<file path="src/verilog/adcrf_pkg.sv">
// Package for the ADC result FIFO and pacing block: map, fields, types
`default_nettype none

package adcrf_pkg;

  // ==========================================================
  // Register byte offsets
  localparam logic [7:0] ADDR_LATEST_SAMPLE = 8'h04;
  localparam logic [7:0] ADDR_FIFO_CTRL     = 8'h08;
  localparam logic [7:0] ADDR_FIFO_DATA     = 8'h0c;
  localparam logic [7:0] ADDR_PACE_PERIOD   = 8'h10;
  localparam logic [7:0] ADDR_RAW_IRQ       = 8'h14;
  localparam logic [7:0] ADDR_IRQ_MASK      = 8'h18;
  localparam logic [7:0] ADDR_IRQ_FORCE     = 8'h1c;
  localparam logic [7:0] ADDR_IRQ_STATUS    = 8'h20;

  // ==========================================================
  // Field positions
  localparam int SAMPLE_W      = 12;
  localparam int LEVEL_W       = 4;
  localparam int TRIG_LSB      = 24;
  localparam int LEVEL_LSB     = 16;
  localparam int LOST_BIT      = 11;
  localparam int STARVED_BIT   = 10;
  localparam int NO_SPACE_BIT  = 9;
  localparam int HAS_NONE_BIT  = 8;
  localparam int DMA_ALLOW_BIT = 3;
  localparam int ERR_TAG_BIT   = 2;
  localparam int PACK_BIT      = 1;
  localparam int FIFO_EN_BIT   = 0;
  localparam int ENTRY_ERR_BIT = 15;
  localparam int PACE_INT_LSB  = 8;
  localparam int PACE_INT_W    = 16;
  localparam int PACE_DIVISOR_SUB_PART_LSB = 0;
  localparam int PACE_DIVISOR_SUB_PART_W   = 8;
  localparam int IRQ_FIFO_BIT  = 0;
  localparam int PACK_SHIFT    = 4;

  localparam int FIFO_DEPTH_DEF = 4;

  // ==========================================================
  // AHB-Lite encodings
  localparam logic [1:0] HTRANS_NONSEQ = 2'h2;
  localparam logic       HRESP_OKAY    = 1'b0;
  localparam logic [31:0] WORD_ZERO    = 32'h0000_0000;

  // ==========================================================
  // Carriers
  typedef struct packed {
    logic                err;
    logic [SAMPLE_W-1:0] value;
  } adcrf_entry_type;

  typedef struct packed {
    logic [LEVEL_W-1:0] trigger_level;
    logic               dma_allow;
    logic               err_tag;
    logic               byte_pack;
    logic               fifo_en;
  } adcrf_cfg_type;

endpackage : adcrf_pkg

`default_nettype wire

</file>
<file path="src/verilog/adcrf_top.sv">
// ADC result register, result FIFO, DMA request, pacing and FIFO interrupt
//
// Summary of operation
// latest_sample holds last 12-bit result, read-only, upper bits zero
// DMA request and FIFO interrupt high when fill count >= trigger level
// Four-bit read-only fill count shows entries waiting in FIFO
// Result arriving while FIFO full sets sticky lost flag, write-one clear
// FIFO read while empty sets sticky starved flag, write-one clear
// Read-only no-space and has-none flags for full and empty FIFO
// DMA request line only raised while dma_request_allow set
// Error-tag option stores each conversion error beside its result
// Byte packing keeps only the eight most significant result bits
// FIFO enable pushes one entry per completed conversion, else nothing
// FIFO word: value in bits 11:0, error tag fixed at bit 15
// Reading FIFO data returns oldest entry and removes it
// Non-zero pace period paces repeated conversions at fixed intervals
// Writing the pace divisor restarts the pacing count
// Interval is one plus whole divisor plus fraction over 256 cycles
// Fraction realised by first-order delta-sigma dithering of intervals
// Raw FIFO interrupt bit 0 high while level reaches trigger level
// Status equals raw AND enable OR force, drives interrupt output
// Repeat mode starts next conversion right after previous completes
// Error input means the conversion result is undefined or noisy
`default_nettype none

module adcrf_top #(
  parameter int FIFO_DEPTH = adcrf_pkg::FIFO_DEPTH_DEF
) (
  input  wire logic        mclk_in,
  input  wire logic        reset_n_in,
  // AHB-Lite slave
  input  wire logic        hsel_in,
  input  wire logic [31:0] haddr_in,
  input  wire logic [1:0]  htrans_in,
  input  wire logic        hwrite_in,
  input  wire logic [2:0]  hsize_in,
  input  wire logic [31:0] hwdata_in,
  input  wire logic        hready_in,
  output logic             hreadyout_out,
  output logic             hresp_out,
  output logic [31:0]      hrdata_out,
  // Converter side
  input  wire logic        repeat_convert_in,
  input  wire logic        conv_done_in,
  input  wire logic [11:0] conv_value_in,
  input  wire logic        conv_err_in,
  output logic             conv_start_out,
  // System side
  output logic             dma_request_line_out,
  output logic             irq_out
);

  timeunit 1ns;
  timeprecision 1ps;
  localparam int PTR_W = (FIFO_DEPTH > 1) ? $clog2(FIFO_DEPTH) : 1;
  localparam int LW    = adcrf_pkg::LEVEL_W;
  localparam int SW    = adcrf_pkg::SAMPLE_W;
  localparam int IW    = adcrf_pkg::PACE_INT_W;
  localparam int FW    = adcrf_pkg::PACE_DIVISOR_SUB_PART_W;
  localparam logic [LW-1:0] DEPTH_L = LW'(FIFO_DEPTH);
  localparam logic [PTR_W-1:0] LAST_PTR = PTR_W'(FIFO_DEPTH - 1);

  // ==========================================================
  // Bus phase tracking
  typedef enum logic [1:0] {
    BUS_IDLE = 2'b01,
    BUS_READ = 2'b10
  } adcrf_bus_type;

  adcrf_bus_type         bus_reg;
  logic                  wr_pend_reg;
  logic [7:0]            addr_reg;
  logic [31:0]           hrdata_reg;
  logic                  addr_ok;
  logic                  rd_fire;
  logic                  wr_fire;
  logic                  pop_req;

  // ==========================================================
  // Control and status state
  adcrf_pkg::adcrf_cfg_type    cfg_reg;
  logic [SW-1:0]               latest_reg;
  logic                        lost_reg;
  logic                        starved_reg;
  logic [IW-1:0]               pace_int_reg;
  logic [FW-1:0]               pace_divisor_sub_part_reg;
  logic                        irq_mask_reg;
  logic                        irq_force_reg;

  adcrf_pkg::adcrf_entry_type  mem_reg [FIFO_DEPTH];
  adcrf_pkg::adcrf_entry_type  push_entry;
  logic [PTR_W-1:0]            wr_ptr_reg;
  logic [PTR_W-1:0]            rd_ptr_reg;
  logic [LW-1:0]               level_reg;
  logic                        fifo_full;
  logic                        fifo_empty;
  logic                        do_push;
  logic                        do_pop;
  logic                        raw_irq;
  logic                        irq_status;

  logic                        busy_reg;
  logic                        start_reg;
  logic [IW-1:0]               pace_cnt_reg;
  logic [FW-1:0]               divisor_sub_part_acc_reg;
  logic                        extra_reg;
  logic                        tick_pend_reg;
  logic                        pace_tick;
  logic                        pace_on;
  logic [FW:0]                 divisor_sub_part_sum;
  logic                        pace_wr;

  function automatic logic [PTR_W-1:0] ptr_inc(input logic [PTR_W-1:0] p);
    ptr_inc = (p == LAST_PTR) ? '0 : p + PTR_W'(1);
  endfunction : ptr_inc

  function automatic logic known_addr(input logic [7:0] a);
    known_addr = (a == adcrf_pkg::ADDR_LATEST_SAMPLE)
               | (a == adcrf_pkg::ADDR_FIFO_CTRL)
               | (a == adcrf_pkg::ADDR_FIFO_DATA)
               | (a == adcrf_pkg::ADDR_PACE_PERIOD)
               | (a == adcrf_pkg::ADDR_RAW_IRQ)
               | (a == adcrf_pkg::ADDR_IRQ_MASK)
               | (a == adcrf_pkg::ADDR_IRQ_FORCE)
               | (a == adcrf_pkg::ADDR_IRQ_STATUS);
  endfunction : known_addr

  // ==========================================================
  // Bus slave
  // Reads take one wait state so a write just ahead is always visible
  assign addr_ok = hsel_in && hready_in
                 && (htrans_in == adcrf_pkg::HTRANS_NONSEQ);
  assign rd_fire = addr_ok && !hwrite_in;
  assign wr_fire = addr_ok && hwrite_in;
  assign hreadyout_out = (bus_reg == BUS_IDLE);
  assign hresp_out     = adcrf_pkg::HRESP_OKAY;
  assign hrdata_out    = hrdata_reg;
  assign pop_req = (bus_reg == BUS_READ)
                 && (addr_reg == adcrf_pkg::ADDR_FIFO_DATA);
  assign pace_wr = wr_pend_reg
                 && (addr_reg == adcrf_pkg::ADDR_PACE_PERIOD);

  always_ff @(posedge mclk_in) begin
    if (!reset_n_in) begin
      bus_reg     <= BUS_IDLE;
      wr_pend_reg <= 1'b0;
      addr_reg    <= 8'h00;
    end else begin
      wr_pend_reg <= wr_fire;
      if (addr_ok) begin
        addr_reg <= known_addr(haddr_in[7:0]) && (haddr_in[31:8] == '0)
                  ? haddr_in[7:0] : 8'h00;
      end
      unique case (bus_reg)
        BUS_IDLE: begin
          if (rd_fire) begin
            bus_reg <= BUS_READ;
          end
        end
        BUS_READ: begin
          bus_reg <= BUS_IDLE;
        end
      endcase
    end
  end

  always_ff @(posedge mclk_in) begin
    if (!reset_n_in) begin
      hrdata_reg <= adcrf_pkg::WORD_ZERO;
    end else if (bus_reg == BUS_READ) begin
      hrdata_reg <= adcrf_pkg::WORD_ZERO;
      unique case (addr_reg)
        adcrf_pkg::ADDR_LATEST_SAMPLE:
          hrdata_reg[SW-1:0] <= latest_reg;
        adcrf_pkg::ADDR_FIFO_CTRL: begin
          hrdata_reg[adcrf_pkg::TRIG_LSB +: LW] <= cfg_reg.trigger_level;
          hrdata_reg[adcrf_pkg::LEVEL_LSB +: LW] <= level_reg;
          hrdata_reg[adcrf_pkg::LOST_BIT]      <= lost_reg;
          hrdata_reg[adcrf_pkg::STARVED_BIT]   <= starved_reg;
          hrdata_reg[adcrf_pkg::NO_SPACE_BIT]  <= fifo_full;
          hrdata_reg[adcrf_pkg::HAS_NONE_BIT]  <= fifo_empty;
          hrdata_reg[adcrf_pkg::DMA_ALLOW_BIT] <= cfg_reg.dma_allow;
          hrdata_reg[adcrf_pkg::ERR_TAG_BIT]   <= cfg_reg.err_tag;
          hrdata_reg[adcrf_pkg::PACK_BIT]      <= cfg_reg.byte_pack;
          hrdata_reg[adcrf_pkg::FIFO_EN_BIT]   <= cfg_reg.fifo_en;
        end
        adcrf_pkg::ADDR_FIFO_DATA: begin
          // Empty read returns zero; the starved flag records it
          if (!fifo_empty) begin
            hrdata_reg[adcrf_pkg::ENTRY_ERR_BIT] <= mem_reg[rd_ptr_reg].err;
            hrdata_reg[SW-1:0] <= mem_reg[rd_ptr_reg].value;
          end
        end
        adcrf_pkg::ADDR_PACE_PERIOD: begin
          hrdata_reg[adcrf_pkg::PACE_INT_LSB +: IW]  <= pace_int_reg;
          hrdata_reg[adcrf_pkg::PACE_DIVISOR_SUB_PART_LSB +: FW] <= pace_divisor_sub_part_reg;
        end
        adcrf_pkg::ADDR_RAW_IRQ:
          hrdata_reg[adcrf_pkg::IRQ_FIFO_BIT] <= raw_irq;
        adcrf_pkg::ADDR_IRQ_MASK:
          hrdata_reg[adcrf_pkg::IRQ_FIFO_BIT] <= irq_mask_reg;
        adcrf_pkg::ADDR_IRQ_FORCE:
          hrdata_reg[adcrf_pkg::IRQ_FIFO_BIT] <= irq_force_reg;
        adcrf_pkg::ADDR_IRQ_STATUS:
          hrdata_reg[adcrf_pkg::IRQ_FIFO_BIT] <= irq_status;
        default:
          hrdata_reg <= adcrf_pkg::WORD_ZERO;
      endcase
    end
  end

  // ==========================================================
  // Software-written control
  always_ff @(posedge mclk_in) begin
    if (!reset_n_in) begin
      cfg_reg       <= '0;
      pace_int_reg  <= '0;
      pace_divisor_sub_part_reg <= '0;
      irq_mask_reg  <= 1'b0;
      irq_force_reg <= 1'b0;
    end else if (wr_pend_reg) begin
      unique case (addr_reg)
        adcrf_pkg::ADDR_FIFO_CTRL: begin
          cfg_reg.trigger_level <= hwdata_in[adcrf_pkg::TRIG_LSB +: LW];
          cfg_reg.dma_allow <= hwdata_in[adcrf_pkg::DMA_ALLOW_BIT];
          cfg_reg.err_tag   <= hwdata_in[adcrf_pkg::ERR_TAG_BIT];
          cfg_reg.byte_pack <= hwdata_in[adcrf_pkg::PACK_BIT];
          cfg_reg.fifo_en   <= hwdata_in[adcrf_pkg::FIFO_EN_BIT];
        end
        adcrf_pkg::ADDR_PACE_PERIOD: begin
          pace_int_reg  <= hwdata_in[adcrf_pkg::PACE_INT_LSB +: IW];
          pace_divisor_sub_part_reg <= hwdata_in[adcrf_pkg::PACE_DIVISOR_SUB_PART_LSB +: FW];
        end
        adcrf_pkg::ADDR_IRQ_MASK:
          irq_mask_reg <= hwdata_in[adcrf_pkg::IRQ_FIFO_BIT];
        adcrf_pkg::ADDR_IRQ_FORCE:
          irq_force_reg <= hwdata_in[adcrf_pkg::IRQ_FIFO_BIT];
        default: begin
        end
      endcase
    end
  end

  // ==========================================================
  // Latest result and FIFO
  always_ff @(posedge mclk_in) begin
    if (!reset_n_in) begin
      latest_reg <= '0;
    end else if (conv_done_in) begin
      latest_reg <= conv_value_in;
    end
  end

  always_comb begin
    push_entry.err   = cfg_reg.err_tag & conv_err_in;
    push_entry.value = cfg_reg.byte_pack
                     ? (conv_value_in >> adcrf_pkg::PACK_SHIFT)
                     : conv_value_in;
  end

  assign fifo_full  = (level_reg == DEPTH_L);
  assign fifo_empty = (level_reg == '0);
  assign do_push = conv_done_in && cfg_reg.fifo_en && !fifo_full;
  assign do_pop  = pop_req && !fifo_empty;

  always_ff @(posedge mclk_in) begin
    if (do_push) begin
      mem_reg[wr_ptr_reg] <= push_entry;
    end
  end

  always_ff @(posedge mclk_in) begin
    if (!reset_n_in) begin
      wr_ptr_reg <= '0;
      rd_ptr_reg <= '0;
      level_reg  <= '0;
    end else begin
      if (do_push) begin
        wr_ptr_reg <= ptr_inc(wr_ptr_reg);
      end
      if (do_pop) begin
        rd_ptr_reg <= ptr_inc(rd_ptr_reg);
      end
      if (do_push && !do_pop) begin
        level_reg <= level_reg + LW'(1);
      end else if (do_pop && !do_push) begin
        level_reg <= level_reg - LW'(1);
      end
    end
  end

  // Sticky error flags: a new event in the clearing cycle wins
  always_ff @(posedge mclk_in) begin
    if (!reset_n_in) begin
      lost_reg    <= 1'b0;
      starved_reg <= 1'b0;
    end else begin
      if (conv_done_in && cfg_reg.fifo_en && fifo_full) begin
        lost_reg <= 1'b1;
      end else if (wr_pend_reg && addr_reg == adcrf_pkg::ADDR_FIFO_CTRL
                   && hwdata_in[adcrf_pkg::LOST_BIT]) begin
        lost_reg <= 1'b0;
      end
      if (pop_req && fifo_empty) begin
        starved_reg <= 1'b1;
      end else if (wr_pend_reg && addr_reg == adcrf_pkg::ADDR_FIFO_CTRL
                   && hwdata_in[adcrf_pkg::STARVED_BIT]) begin
        starved_reg <= 1'b0;
      end
    end
  end

  // ==========================================================
  // Request and interrupt
  assign raw_irq    = (level_reg >= cfg_reg.trigger_level);
  assign irq_status = (raw_irq & irq_mask_reg) | irq_force_reg;
  assign irq_out    = irq_status;
  assign dma_request_line_out = cfg_reg.dma_allow & raw_irq;

  // ==========================================================
  // Pacing divider
  // Each interval lasts int+1 cycles, plus one when the fraction carries
  assign pace_on  = (pace_int_reg != '0) || (pace_divisor_sub_part_reg != '0);
  assign divisor_sub_part_sum = {1'b0, divisor_sub_part_acc_reg} + {1'b0, pace_divisor_sub_part_reg};
  assign pace_tick = (pace_cnt_reg == '0) && !extra_reg && !pace_wr;

  always_ff @(posedge mclk_in) begin
    if (!reset_n_in) begin
      pace_cnt_reg <= '0;
      divisor_sub_part_acc_reg <= '0;
      extra_reg    <= 1'b0;
    end else if (pace_wr || !repeat_convert_in) begin
      pace_cnt_reg <= '0;
      divisor_sub_part_acc_reg <= '0;
      extra_reg    <= 1'b0;
    end else if (extra_reg) begin
      extra_reg <= 1'b0;
    end else if (pace_cnt_reg != '0) begin
      pace_cnt_reg <= pace_cnt_reg - IW'(1);
    end else begin
      pace_cnt_reg <= pace_int_reg;
      divisor_sub_part_acc_reg <= divisor_sub_part_sum[FW-1:0];
      extra_reg    <= divisor_sub_part_sum[FW];
    end
  end

  // ==========================================================
  // Conversion sequencing
  // A tick while converting is held in one pending bit, so ticks beyond one per conversion are dropped
  assign conv_start_out = start_reg;

  always_ff @(posedge mclk_in) begin
    if (!reset_n_in) begin
      tick_pend_reg <= 1'b0;
    end else if (!repeat_convert_in || !pace_on) begin
      tick_pend_reg <= 1'b0;
    end else if (pace_tick) begin
      tick_pend_reg <= 1'b1;
    end else if (start_reg) begin
      tick_pend_reg <= 1'b0;
    end
  end

  always_ff @(posedge mclk_in) begin
    if (!reset_n_in) begin
      busy_reg  <= 1'b0;
      start_reg <= 1'b0;
    end else begin
      start_reg <= 1'b0;
      if (start_reg) begin
        busy_reg <= 1'b1;
      end else if (conv_done_in) begin
        busy_reg <= 1'b0;
      end else if (repeat_convert_in && !busy_reg) begin
        if (!pace_on) begin
          start_reg <= 1'b1;
        end else if (tick_pend_reg) begin
          start_reg <= 1'b1;
        end
      end
    end
  end

endmodule : adcrf_top

`default_nettype wire
</file>
<file path="config.mk">
export PLATFORM = sky130hd
export DESIGN_NAME = adcrf_top
export DESIGN_NICKNAME = d
export VERILOG_FILES = /design/src/verilog/adcrf_pkg.sv /design/src/verilog/adcrf_top.sv
export SDC_FILE = /design/constraint.sdc
export NUM_CORES = 1
export LEC_CHECK = 0
export BUFFER_PORTS_ARGS = -buffer_cell sky130_fd_sc_hd__buf_4
export CORE_UTILIZATION = 45
export DETAILED_ROUTE_END_ITERATION = 10
export GPL_TIMING_DRIVEN = 0
export MAX_ROUTING_LAYER = met4
export PLACE_DENSITY = 0.64
export SYNTH_ARGS = -nofsm -noshare
export SYNTH_HDL_FRONTEND = slang
export SYNTH_SLANG_ARGS = --single-unit
</file>
<file path="constraint.sdc">
create_clock -name mclk_in -period 3.9 [get_ports mclk_in]
set_input_delay 0.78 -clock mclk_in [delete_from_list [all_inputs] [get_ports mclk_in]]
set_output_delay 0.78 -clock mclk_in [all_outputs]
set_load 0.1 [all_outputs]
</file>
==> flow_summary_export.csv, run 1 <==
group,metric,value,unit
sta,hold_viol_final,0,
placed_design,post-dp-hpwl,16.55,mm
sta,slew_viol_final,0,
route,via_per_inst,5.628,
setup_path,path_cells,"nor4_1 -> nand4_1 -> nor3_2 -> inv_1 -> ha_1 -> inv_1 -> ha_1 -> a21o_1 -> a21oi_1 -> xnor2_1 -> or3_1 -> a21boi_0",
route,drt_iter0_drc,456,
clock_network,numClockSinks,177,
cells_and_area,largest_reg_flops,52,
synth,syn_area_per_cell,10.31,sq um
floorplan,die_width,137.0,um
power_and_ir_drop,power_switching_share,34.31,%
cells_and_area,antennaDiodeCount,0,
setup_path,cp-end-kind,"register",
floorplan,die-height,137.0,um
power_and_ir_drop,power_frac_comb,26.6,%
clock_network,postCtsSetupBuffers,0,
cells_and_area,area_delta_synth_final,21.13,%
global_route,grt_pass1_wl,34.94,mm
sta,finalSetupViolations,0,
floorplan,std_cell_rows,48,
synth,synth-main-ff-cell,"dfxtp_1",
clock_network,htreeDepth,4,
setup_path,critPathTopFamily,"simple AND/OR/NAND/NOR gates",
synth,postSynthCellCount,795,
power_and_ir_drop,static-leakage-power,3.731,nW
sta,fmax,0.2828,GHz
floorplan,die_area,18760,sq um
clock_network,clk_pin_slew_worst_paths,0.07,ns
hold_path,holdCritStartpoint,"busy_reg",
floorplan,core,17540,sq um
cells_and_area,fill_cells,1608,
synth,ys_async_sr_fraction,0,%
route,num_vias,6574,
setup_path,required,4.27,ns
clock_network,cts_tree,"built",
flow_run,max-cap-violations,0,
power_and_ir_drop,power_frac_seq,40.2,%
global_route,grt_pass1_vias,6296,
sta,tns,0,ns
clock_network,holdBufCountCts,0,
clock_network,clockBufferDepth,2,
clock_network,cts_resized,0,
placed_design,place.gp.congestion,0.8697,
power_and_ir_drop,power_frac_clock,33.3,%
setup_path,critPathBufInv,2,
clock_network,cts-buffers-inserted,17,
floorplan,initial_core_util,46.74,%
synth,synth.distinct_cells,67,
sta,layout_min_cycle_time,3.537,ns
status,run_status,"complete, no violations",
route,drc,0,
setup_path,r2r_start,"addr_reg[7]",
sta,fin_crit_sh,90.68,%
power_and_ir_drop,p_per_area,517.9,nW/um^2
setup_path,slowest_stage,"nor4_1",
global_route,met3_usage,3.815,%
setup_path,rr_worst_depth,12,
synth,yosys_warnings,0,
sta,grt_setup_unrepaired,"false",
power_and_ir_drop,internal_power,0.003378,W
clock_network,cts-root-buf,"clkbuf_16",
power_and_ir_drop,vdd_drop_max,0.0004486,V
clock_network,worstSkewPairLatency,0.44,ns
setup_path,worstSetupStartpointType,"register",
cells_and_area,nets,1043,
power_and_ir_drop,switchingPower,0.001764,W
synth,syn_area,8197,sq um
global_route,antenna_found_initial,0,
global_route,top_usage_layer,"met2",
route,final_antenna_net_count,0,
placed_design,dp_worst_setup_slack,0.3732,ns
synth,synth_seq_cells,177,
sta,setup_slack,0.3633,ns
setup_path,crit_fanout,5,
hold_path,holdPathEnd,"conv_start_out",
route,drt_pass1_iterations,5,
synth,ys_seq_area_share,49.58,%
synth,synth_edf_count,52,
placed_design,numPortBuffers,112,
hold_path,hp-class,"register to register",
sta,worstMarginPinSlew,0.9590,ns
hold_path,worstHoldPathCells,1,
setup_path,r2r_end,"level_reg[3]",
cells_and_area,drive_gt1_share,20.89,%
setup_path,timing.reg2reg.setup_slack,0.36,ns
sta,skew,0.01165,ns
floorplan,ios,126,
global_route,use_met2,42.54,%
setup_path,worst_ep_arrival_time,3.91,ns
global_route,grt_start_max_net_pins,21,
route,wl_per_cell,19.34,um
route,totalWireLength,22.58,mm
global_route,grt_usage,26.02,%
sta,slew_headroom,35.48,%
setup_path,critical_path_class,"register to register",
global_route,grtUsageMet1,33.07,%
setup_path,critical-path-max-stage-delay,0.83,ns
global_route,grt_overflow_total,0,
-- cells by family (layout without fill, tap and decap cells) --
logic type / Yosys count / count (layout) / share of synthesized area (%)
other: 1 / 5 / 0.04575
buffers and inverters: 70 / 214 / 4.060
DFF: 177 / 177 / 49.58
and+or+nand+nor: 302 / 302 / 19.42
AOI/OAI and AO/OA: 165 / 165 / 14.24
adders and majority gates: 24 / 24 / 3.847
muxes: 46 / 46 / 7.739
xor gates and xnor gates: 10 / 10 / 1.068
-- power groups by stage --
stage | sequential [W] | combinational (W) | clock (W)
2_1_floorplan | 0.00212 | 0.000986 | 0
3_3_place_gp | 0.00210 | 0.00134 | 0
3_5_place_dp | 0.00210 | 0.00135 | 0
4_1_cts | 0.00206 | 0.00136 | 0.00173
5_1_grt | 0.00208 | 0.00150 | 0.00179
6_report | 0.00207 | 0.00137 | 0.00171
-- placed cells by master (no fill, tap or decap), drive strengths merged, types with 5 or more instances in the layout --
| cell | count |
|---|---|
| buf | 133 |
| dfxtp | 125 |
| nand2 | 94 |
| edfxtp | 52 |
| clkbuf | 47 |
| nor2 | 45 |
| a21boi | 44 |
| nor2b | 39 |
| nand3 | 35 |
| inv | 28 |
| o21ai | 25 |
| mux2i | 24 |
| a21oi | 24 |
| ha | 22 |
| nor4 | 19 |
| nor3 | 16 |
| mux4 | 13 |
| a221oi | 13 |
| a22oi | 12 |
| mux2 | 9 |
| a22o | 8 |
| nand4 | 8 |
| and2 | 8 |
| and3 | 7 |
| xnor2 | 6 |
| nor4b | 6 |
| or3 | 6 |
| clkinv | 6 |
| o22ai | 5 |
| conb | 5 |
-- how the worst max path moves through the flow --
stage	from	to	slack [ns]	cells after the start
detailed placement	addr_reg[7]	level_reg[3]	0.37	12
finish	addr_reg[7]	level_reg[3]	0.36	12
global route	addr_reg[7]	level_reg[3]	0.05	12
CTS	addr_reg[7]	level_reg[3]	0.35	12
global placement	addr_reg[7]	level_reg[3]	0.42	12
floorplan	level_reg[0]	dma_request_line_out	0.63	6
-- final cells by class --
| cell class | count | area [sq um] | share of cell area [%] |
|---|---|---|---|
| timing repair buffer | 112 | 840.8 | 8.469 |
| tap | 225 | 281.5 | 2.836 |
| clock inverter | 15 | 168.9 | 1.701 |
| inverter | 19 | 71.32 | 0.7183 |
| buffer | 51 | 261.5 | 2.634 |
| clock buffer | 17 | 425.4 | 4.285 |
| sequential | 177 | 4064 | 40.93 |
| multi-input combinational | 552 | 3815 | 38.42 |
-- through the flow --
| stage | hold slack (ns) | util [%] | cell area [sq um] | total power [W] | cells |
|---|---|---|---|---|---|
| final | 0.4464 | 56.61 | 9928 | 0.005142 | 1168 |
| after detailed placement | 0.4105 | 53.22 | 9334 | 0.003449 | 1136 |
| after floorplan | 0.3928 | - | 8212 | 0.003109 | 799 |
| after global routing | 0.4420 | 56.61 | 9928 | 0.005367 | 1168 |
| after CTS | 0.4411 | 56.61 | 9928 | 0.005148 | 1168 |
| after global placement | 0.4062 | 53.22 | 9334 | 0.003446 | 1136 |
-- layer usage --
layer,share of wire [%],up-vias
met1,43,3159
li1,-,3176
met5,0,-
met2,49,214
met4,1.7,0
met3,5.7,25
-- cells in the mapped netlist, types with 3 or more instances --
library cell  number  area, sq um
a211o_1            3        26.28
a21boi_0          14        105.1
a21boi_1          30        225.2
a21o_1             3        22.52
a21oi_1           24        120.1
a221oi_1          12        105.1
a222oi_1           4        40.04
a22o_1             8        70.07
a22oi_1           12        90.09
a31oi_1            4        25.02
and2_1             8        50.05
and3_1             7        43.79
buf_2              8        40.04
buf_4              8        60.06
buf_6              4        45.04
clkbuf_1          30        112.6
dfxtp_1          125         2502
edfxtp_1          52         1562
ha_1              22        275.3
inv_1             19        71.32
mux2_2             9        101.4
mux2i_1           24        240.2
mux4_2            13        292.8
nand2_1           93        349.1
nand2b_1           4        25.02
nand3_1           35        175.2
nand3b_1           4        30.03
nand4_1            8        50.05
nor2_1            44        165.2
nor2b_1           39        244.0
nor3_1            14        70.07
nor3b_1            4        30.03
nor4_1            17        106.4
nor4b_1            5        43.79
o21a_1             3        22.52
o21ai_0           25        125.1
o22ai_1            5        31.28
o41ai_1            4        35.03
or3_1              5        31.28
xnor2_1            6        52.55
xor2_1             4        35.03
(Power assumes the default switching activity.)
==> run 2: changes to the inputs <==
--- a/config.mk
+++ b/config.mk
@@ -6,11 +6,11 @@
 export NUM_CORES = 1
 export LEC_CHECK = 0
 export BUFFER_PORTS_ARGS = -buffer_cell sky130_fd_sc_hd__buf_4
-export CORE_UTILIZATION = 45
+export CORE_UTILIZATION = 40
 export DETAILED_ROUTE_END_ITERATION = 10
 export GPL_TIMING_DRIVEN = 0
 export MAX_ROUTING_LAYER = met4
-export PLACE_DENSITY = 0.64
+export PLACE_DENSITY = 0.58
 export SYNTH_ARGS = -nofsm -noshare
 export SYNTH_HDL_FRONTEND = slang
 export SYNTH_SLANG_ARGS = --single-unit
==> run 2 against run 1 <==
Effect of this change: highest routed layer unchanged; core utilization is 6.3 points lower; critical endpoint unchanged; clock power is 2% lower; largest cell class unchanged; via count is 1.8% lower; critical path type unchanged.
==> flow_summary_export.csv, run 2 (same netlist as run 1, synthesis figures left out) <==
group,metric,value,unit
status,run_status,"complete, no violations",
power_and_ir_drop,power_frac_comb,26.8,%
global_route,grt_pass1_vias,6370,
floorplan,die_width,145.2,um
power_and_ir_drop,internal_power,0.003364,W
route,num_vias,6456,
global_route,grt_overflow_total,0,
setup_path,required,4.25,ns
power_and_ir_drop,p_per_area,513.6,nW/um^2
setup_path,slowest_stage,"nor4_1",
cells_and_area,layout_common_cells,"dfxtp_1, buf_4, nand2_1",
clock_network,postCtsSetupBuffers,0,
cells_and_area,final_common_cell,"dfxtp_1",
sta,slew_headroom,39.77,%
clock_network,cts-root-buf,"clkbuf_16",
flow_run,max-cap-violations,0,
floorplan,initial_core_util,41.44,%
route,drt_pass1_iterations,5,
floorplan,core,19780,sq um
route,via_per_inst,5.344,
setup_path,critPathTopFamily,"simple AND/OR/NAND/NOR gates",
cells_and_area,drive_gt1_share,20.89,%
cells_and_area,area_delta_synth_final,21.37,%
route,final_antenna_net_count,0,
placed_design,numPortBuffers,112,
hold_path,holdCritStartpoint,"busy_reg",
placed_design,post-dp-hpwl,17.03,mm
floorplan,ios,126,
setup_path,cp-end-kind,"register",
sta,worstMarginPinSlew,0.8952,ns
floorplan,std_cell_rows,51,
clock_network,clk_pin_slew_worst_paths,0.07,ns
cells_and_area,largest_reg_flops,52,
power_and_ir_drop,vdd_drop_max,0.0002821,V
clock_network,cts_tree,"built",
cells_and_area,nets,1043,
setup_path,critical_path_class,"register to register",
setup_path,r2r_start,"addr_reg[7]",
setup_path,rr_worst_depth,12,
clock_network,holdBufCountCts,0,
clock_network,htreeDepth,4,
sta,finalSetupViolations,0,
placed_design,dp.cells,1176,
setup_path,critical-path-max-stage-delay,0.78,ns
hold_path,hp-class,"register to register",
clock_network,cts_resized,0,
route,drc,0,
cells_and_area,fin_util,50.29,%
sta,hold_viol_final,0,
clock_network,numClockSinks,177,
clock_network,worstSkewPairLatency,0.44,ns
route,wl_per_cell,18.92,um
power_and_ir_drop,static-leakage-power,3.713,nW
power_and_ir_drop,power_frac_clock,32.7,%
sta,tns,0,ns
global_route,antenna_found_initial,0,
global_route,grt_usage,22.86,%
sta,skew,0.01805,ns
clock_network,cts-buffers-inserted,17,
setup_path,path_cells,"nor4_1 -> nand4_1 -> nor3_2 -> inv_1 -> ha_1 -> inv_1 -> ha_1 -> a21o_1 -> a21oi_1 -> xnor2_1 -> or3_1 -> a21boi_0",
sta,layout_min_cycle_time,3.480,ns
cells_and_area,final_cells,1208,
setup_path,crit_fanout,5,
setup_path,critPathBufInv,2,
power_and_ir_drop,power_frac_seq,40.5,%
setup_path,critPathLaunch,"addr_reg[7]",
hold_path,worstHoldPathCells,1,
sta,slew_viol_final,0,
sta,fin_crit_sh,89.23,%
setup_path,worst_ep_arrival_time,3.83,ns
cells_and_area,antennaDiodeCount,0,
floorplan,die-height,145.2,um
setup_path,r2r_end,"level_reg[3]",
sta,grt_setup_unrepaired,"false",
floorplan,die_area,21070,sq um
setup_path,worstSetupStartpointType,"register",
clock_network,clockBufferDepth,2,
route,drt_iter0_drc,271,
hold_path,holdPathEnd,"conv_start_out",
cells_and_area,design_area,9948,sq um
power_and_ir_drop,power_switching_share,34.16,%
sta,fmax,0.2874,GHz
setup_path,timing.reg2reg.setup_slack,0.42,ns
power_and_ir_drop,switchingPower,0.001746,W
global_route,grt_start_max_net_pins,20,
route,totalWireLength,22.85,mm
global_route,grt_pass1_wl,35.96,mm
placed_design,place.gp.congestion,0.8587,
placed_design,placed_cell_area,9384,sq um
==> run 2: cell types whose count changed in the layout (fill, tap and decap cells not counted), sizes merged <==
cell      delta
clkbuf       +1
clkinvlp     +2
clkinv       -3
==> run 2: area by class of cell <==
class	count	area, sq um
clock inverters	14	135.1
fillers	1872	9833
multi-input cells	552	3815
inverters	19	71.32
plain buffers	51	261.5
repair buffers	112	840.8
well taps	265	331.6
flip-flops and latches	177	4064
clock buffers	18	429.2
==> run 2: how the worst max path moves through the flow <==
stage	to	slack, ns	cells past startpoint
6_report	level_reg[3]	0.42	12
5_1_grt	level_reg[3]	0.26	12
4_1_cts	level_reg[3]	0.45	12
3_5_place_dp	level_reg[3]	0.38	11
3_3_place_gp	level_reg[3]	0.46	11
2_1_floorplan	dma_request_line_out	0.63	6
==> run 2: metrics by stage <==
step	setup WS [ns]	total power (W)	hold WS (ns)
6_report	0.4201	0.005110	0.4334
5_1_grt	0.2569	0.005330	0.4494
4_1_cts	0.4497	0.005118	0.4327
3_5_place_dp	0.3803	0.003460	0.4103
3_3_place_gp	0.4555	0.003462	0.4057
2_1_floorplan	0.6270	0.003109	0.3928
==> run 2: metal layers <==
| layer | share of wire [%] | global-route usage, % |
|---|---|---|
| met3 | 4.4 | 3.585 |
| met2 | 49 | 38.22 |
| met1 | 45 | 28.94 |
| met4 | 1.0 | 5.526 |
| met5 | 0 | - |
==> run 2: power by group through the flow <==
stage	combinational (W)	sequential (W)	clock [W]
3_3_place_gp	0.00136	0.00210	0
3_5_place_dp	0.00136	0.00210	0
6_report	0.00137	0.00207	0.00167
5_1_grt	0.00150	0.00208	0.00176
2_1_floorplan	0.000986	0.00212	0
4_1_cts	0.00137	0.00206	0.00169
==> run 3: changes to the inputs <==
--- a/config.mk
+++ b/config.mk
@@ -5,12 +5,14 @@
 export SDC_FILE = /design/constraint.sdc
 export NUM_CORES = 1
 export LEC_CHECK = 0
-export BUFFER_PORTS_ARGS = -buffer_cell sky130_fd_sc_hd__buf_4
+export CELL_PAD_IN_SITES_DETAIL_PLACEMENT = 1
+export CELL_PAD_IN_SITES_GLOBAL_PLACEMENT = 1
 export CORE_UTILIZATION = 40
 export DETAILED_ROUTE_END_ITERATION = 10
+export DONT_BUFFER_PORTS = 1
 export GPL_TIMING_DRIVEN = 0
 export MAX_ROUTING_LAYER = met4
-export PLACE_DENSITY = 0.58
+export PLACE_DENSITY = 0.64
 export SYNTH_ARGS = -nofsm -noshare
 export SYNTH_HDL_FRONTEND = slang
 export SYNTH_SLANG_ARGS = --single-unit
==> run 3 against run 2 <==
Effect of this change: clock power rose by 5%; via count fell by 3.6%; worst setup slack got worse by 0.037 ns; sequential share of layout area rose by 3.5 points; sequential power rose by 2%; core utilization fell by 3.9 points; highest routed layer unchanged.
==> flow_summary_export.csv, run 3 (same netlist as run 1, synthesis figures left out) <==
group,metric,value,unit
status,run_status,"complete, no violations",
setup_path,critPathTopFamily,"compound AO/OA/AOI/OAI gates",
route,final_antenna_net_count,0,
setup_path,crit_fanout,7,
sta,fmax,0.2844,GHz
route,drt_iter0_drc,210,
route,totalWireLength,24.94,mm
floorplan,core,19780,sq um
cells_and_area,area_delta_synth_final,11.85,%
floorplan,die-height,145.2,um
hold_path,hp-class,"register to register",
power_and_ir_drop,vdd_drop_max,0.0002931,V
clock_network,cts-root-buf,"clkbuf_16",
hold_path,worstHoldPathCells,1,
placed_design,place.gp.congestion,0.8817,
global_route,grt_overflow_total,0,
global_route,grt_pass1_vias,6593,
cells_and_area,largest_reg_flops,52,
setup_path,critPathBufInv,1,
floorplan,std_cell_rows,51,
sta,skew,0.01649,ns
global_route,grt_usage,25.00,%
setup_path,critical-path-max-stage-delay,0.57,ns
floorplan,ios,126,
cells_and_area,antennaDiodeCount,0,
sta,layout_min_cycle_time,3.517,ns
clock_network,clockBufferDepth,2,
clock_network,holdBufCountCts,0,
clock_network,numClockSinks,177,
clock_network,worstSkewPairLatency,0.45,ns
route,drc,0,
flow_run,max-cap-violations,0,
setup_path,cp-end-kind,"output port",
clock_network,cts-buffers-inserted,17,
clock_network,cts_resized,0,
cells_and_area,regArea,4064,sq um
cells_and_area,fill_cells,2203,
setup_path,required,3.12,ns
sta,slew_headroom,26.70,%
setup_path,rr_worst_depth,12,
global_route,grt_pass1_wl,38.60,mm
cells_and_area,final_common_cell,"dfxtp_1",
clock_network,cts_tree,"built",
setup_path,path_cells,"inv_1 -> ha_1 -> nor2b_1 -> o21ai_0 -> a21oi_1 -> nor2b_4",
sta,fin_crit_sh,90.17,%
sta,slew_viol_final,0,
sta,worstMarginPinSlew,1.094,ns
route,via_per_inst,5.672,
sta,finalSetupViolations,0,
power_and_ir_drop,static-leakage-power,3.181,nW
cells_and_area,drive_gt1_share,10.70,%
clock_network,htreeDepth,4,
clock_network,postCtsSetupBuffers,0,
cells_and_area,fin_util,46.34,%
setup_path,crit_cells,6,
clock_network,clk_pin_slew_worst_paths,0.07,ns
cells_and_area,nets,932,
cells_and_area,multi_input_area,3831,sq um
sta,grt_setup_unrepaired,"false",
setup_path,critical_path_class,"register to output port",
power_and_ir_drop,p_per_area,562.8,nW/um^2
floorplan,initial_core_util,41.44,%
route,num_vias,6222,
global_route,grt_start_max_net_pins,20,
sta,hold_viol_final,0,
placed_design,numPortBuffers,0,
cells_and_area,layout_common_cells,"dfxtp_1, nand2_1, edfxtp_1",
placed_design,post-dp-hpwl,18.72,mm
setup_path,worst_ep_arrival_time,2.74,ns
floorplan,die_width,145.2,um
setup_path,worstSetupStartpointType,"register",
setup_path,slowest_stage,"o21ai_0",
global_route,antenna_found_initial,0,
route,wl_per_cell,22.74,um
route,drt_pass1_iterations,4,
floorplan,die_area,21070,sq um
sta,tns,0,ns
## run 3: cell count changes in the layout (fill, tap and decap cells not counted), sizes merged
cell	delta
buf	-111
bufinv	+1
clkbuf	-1
clkinv	+1
clkinvlp	-1
## run 3: final timing paths
| check | slack, ns | endpoint | startpoint |
|---|---|---|---|
| min | 0.44 | conv_start_out | busy_reg |
| max reg2reg | 0.63 | level_reg[3] | addr_reg[7] |
| min reg2reg | 0.44 | conv_start_out | busy_reg |
| max | 0.38 | dma_request_line_out | level_reg[0] |
## run 3: per-stage QoR
stage	setup WS (ns)	instance area, sq um	power, W	cells	hold slack [ns]
floorplan	0.6270	8212	0.003109	799	0.3928
finish	0.3834	9168	0.005159	1097	0.4404
detailed placement	0.3580	8552	0.003415	1065	0.4214
CTS	0.07942	9156	0.005185	1097	0.4325
global route	0.2551	9168	0.005402	1097	0.4648
global placement	0.01868	8543	0.003377	1064	0.4061
## run 3: power breakdown
group	internal, W	switching (W)
clock	0.000922	0.000840
sequential	0.00198	0.000131
combinational	0.000479	0.000810
## run 3: area by class of cell
class / count / area share, %
Sequential cell: 177 / 44.33
Multi-Input combinational cell: 552 / 41.79
Clock buffer: 17 / 4.640
Tap cell: 265 / 3.617
Buffer: 51 / 2.852
Clock inverter: 15 / 1.952
Inverter: 19 / 0.7779
Timing Repair Buffer: 1 / 0.04094
## run 3: layer usage
metal,vias to the layer above,routed length (um),track usage [%]
met5,-,0,-
met4,0,512,7.737
met3,28,1253,5.849
met2,131,12780,43.22
met1,3116,10400,28.60
li1,2947,-,-
## run 3: worst register-to-register path, cell delays in order, from the launching register on
cell and delay (ns):
dfxtp_1 0.34, nor4_2 0.57, nand4_1 0.28, nor3_2 0.40
inv_1 0.09, ha_1 0.22, inv_1 0.12, ha_1 0.24
a21o_1 0.17, a21oi_1 0.18, xnor2_1 0.11, or3_1 0.30
a21boi_0 0.17
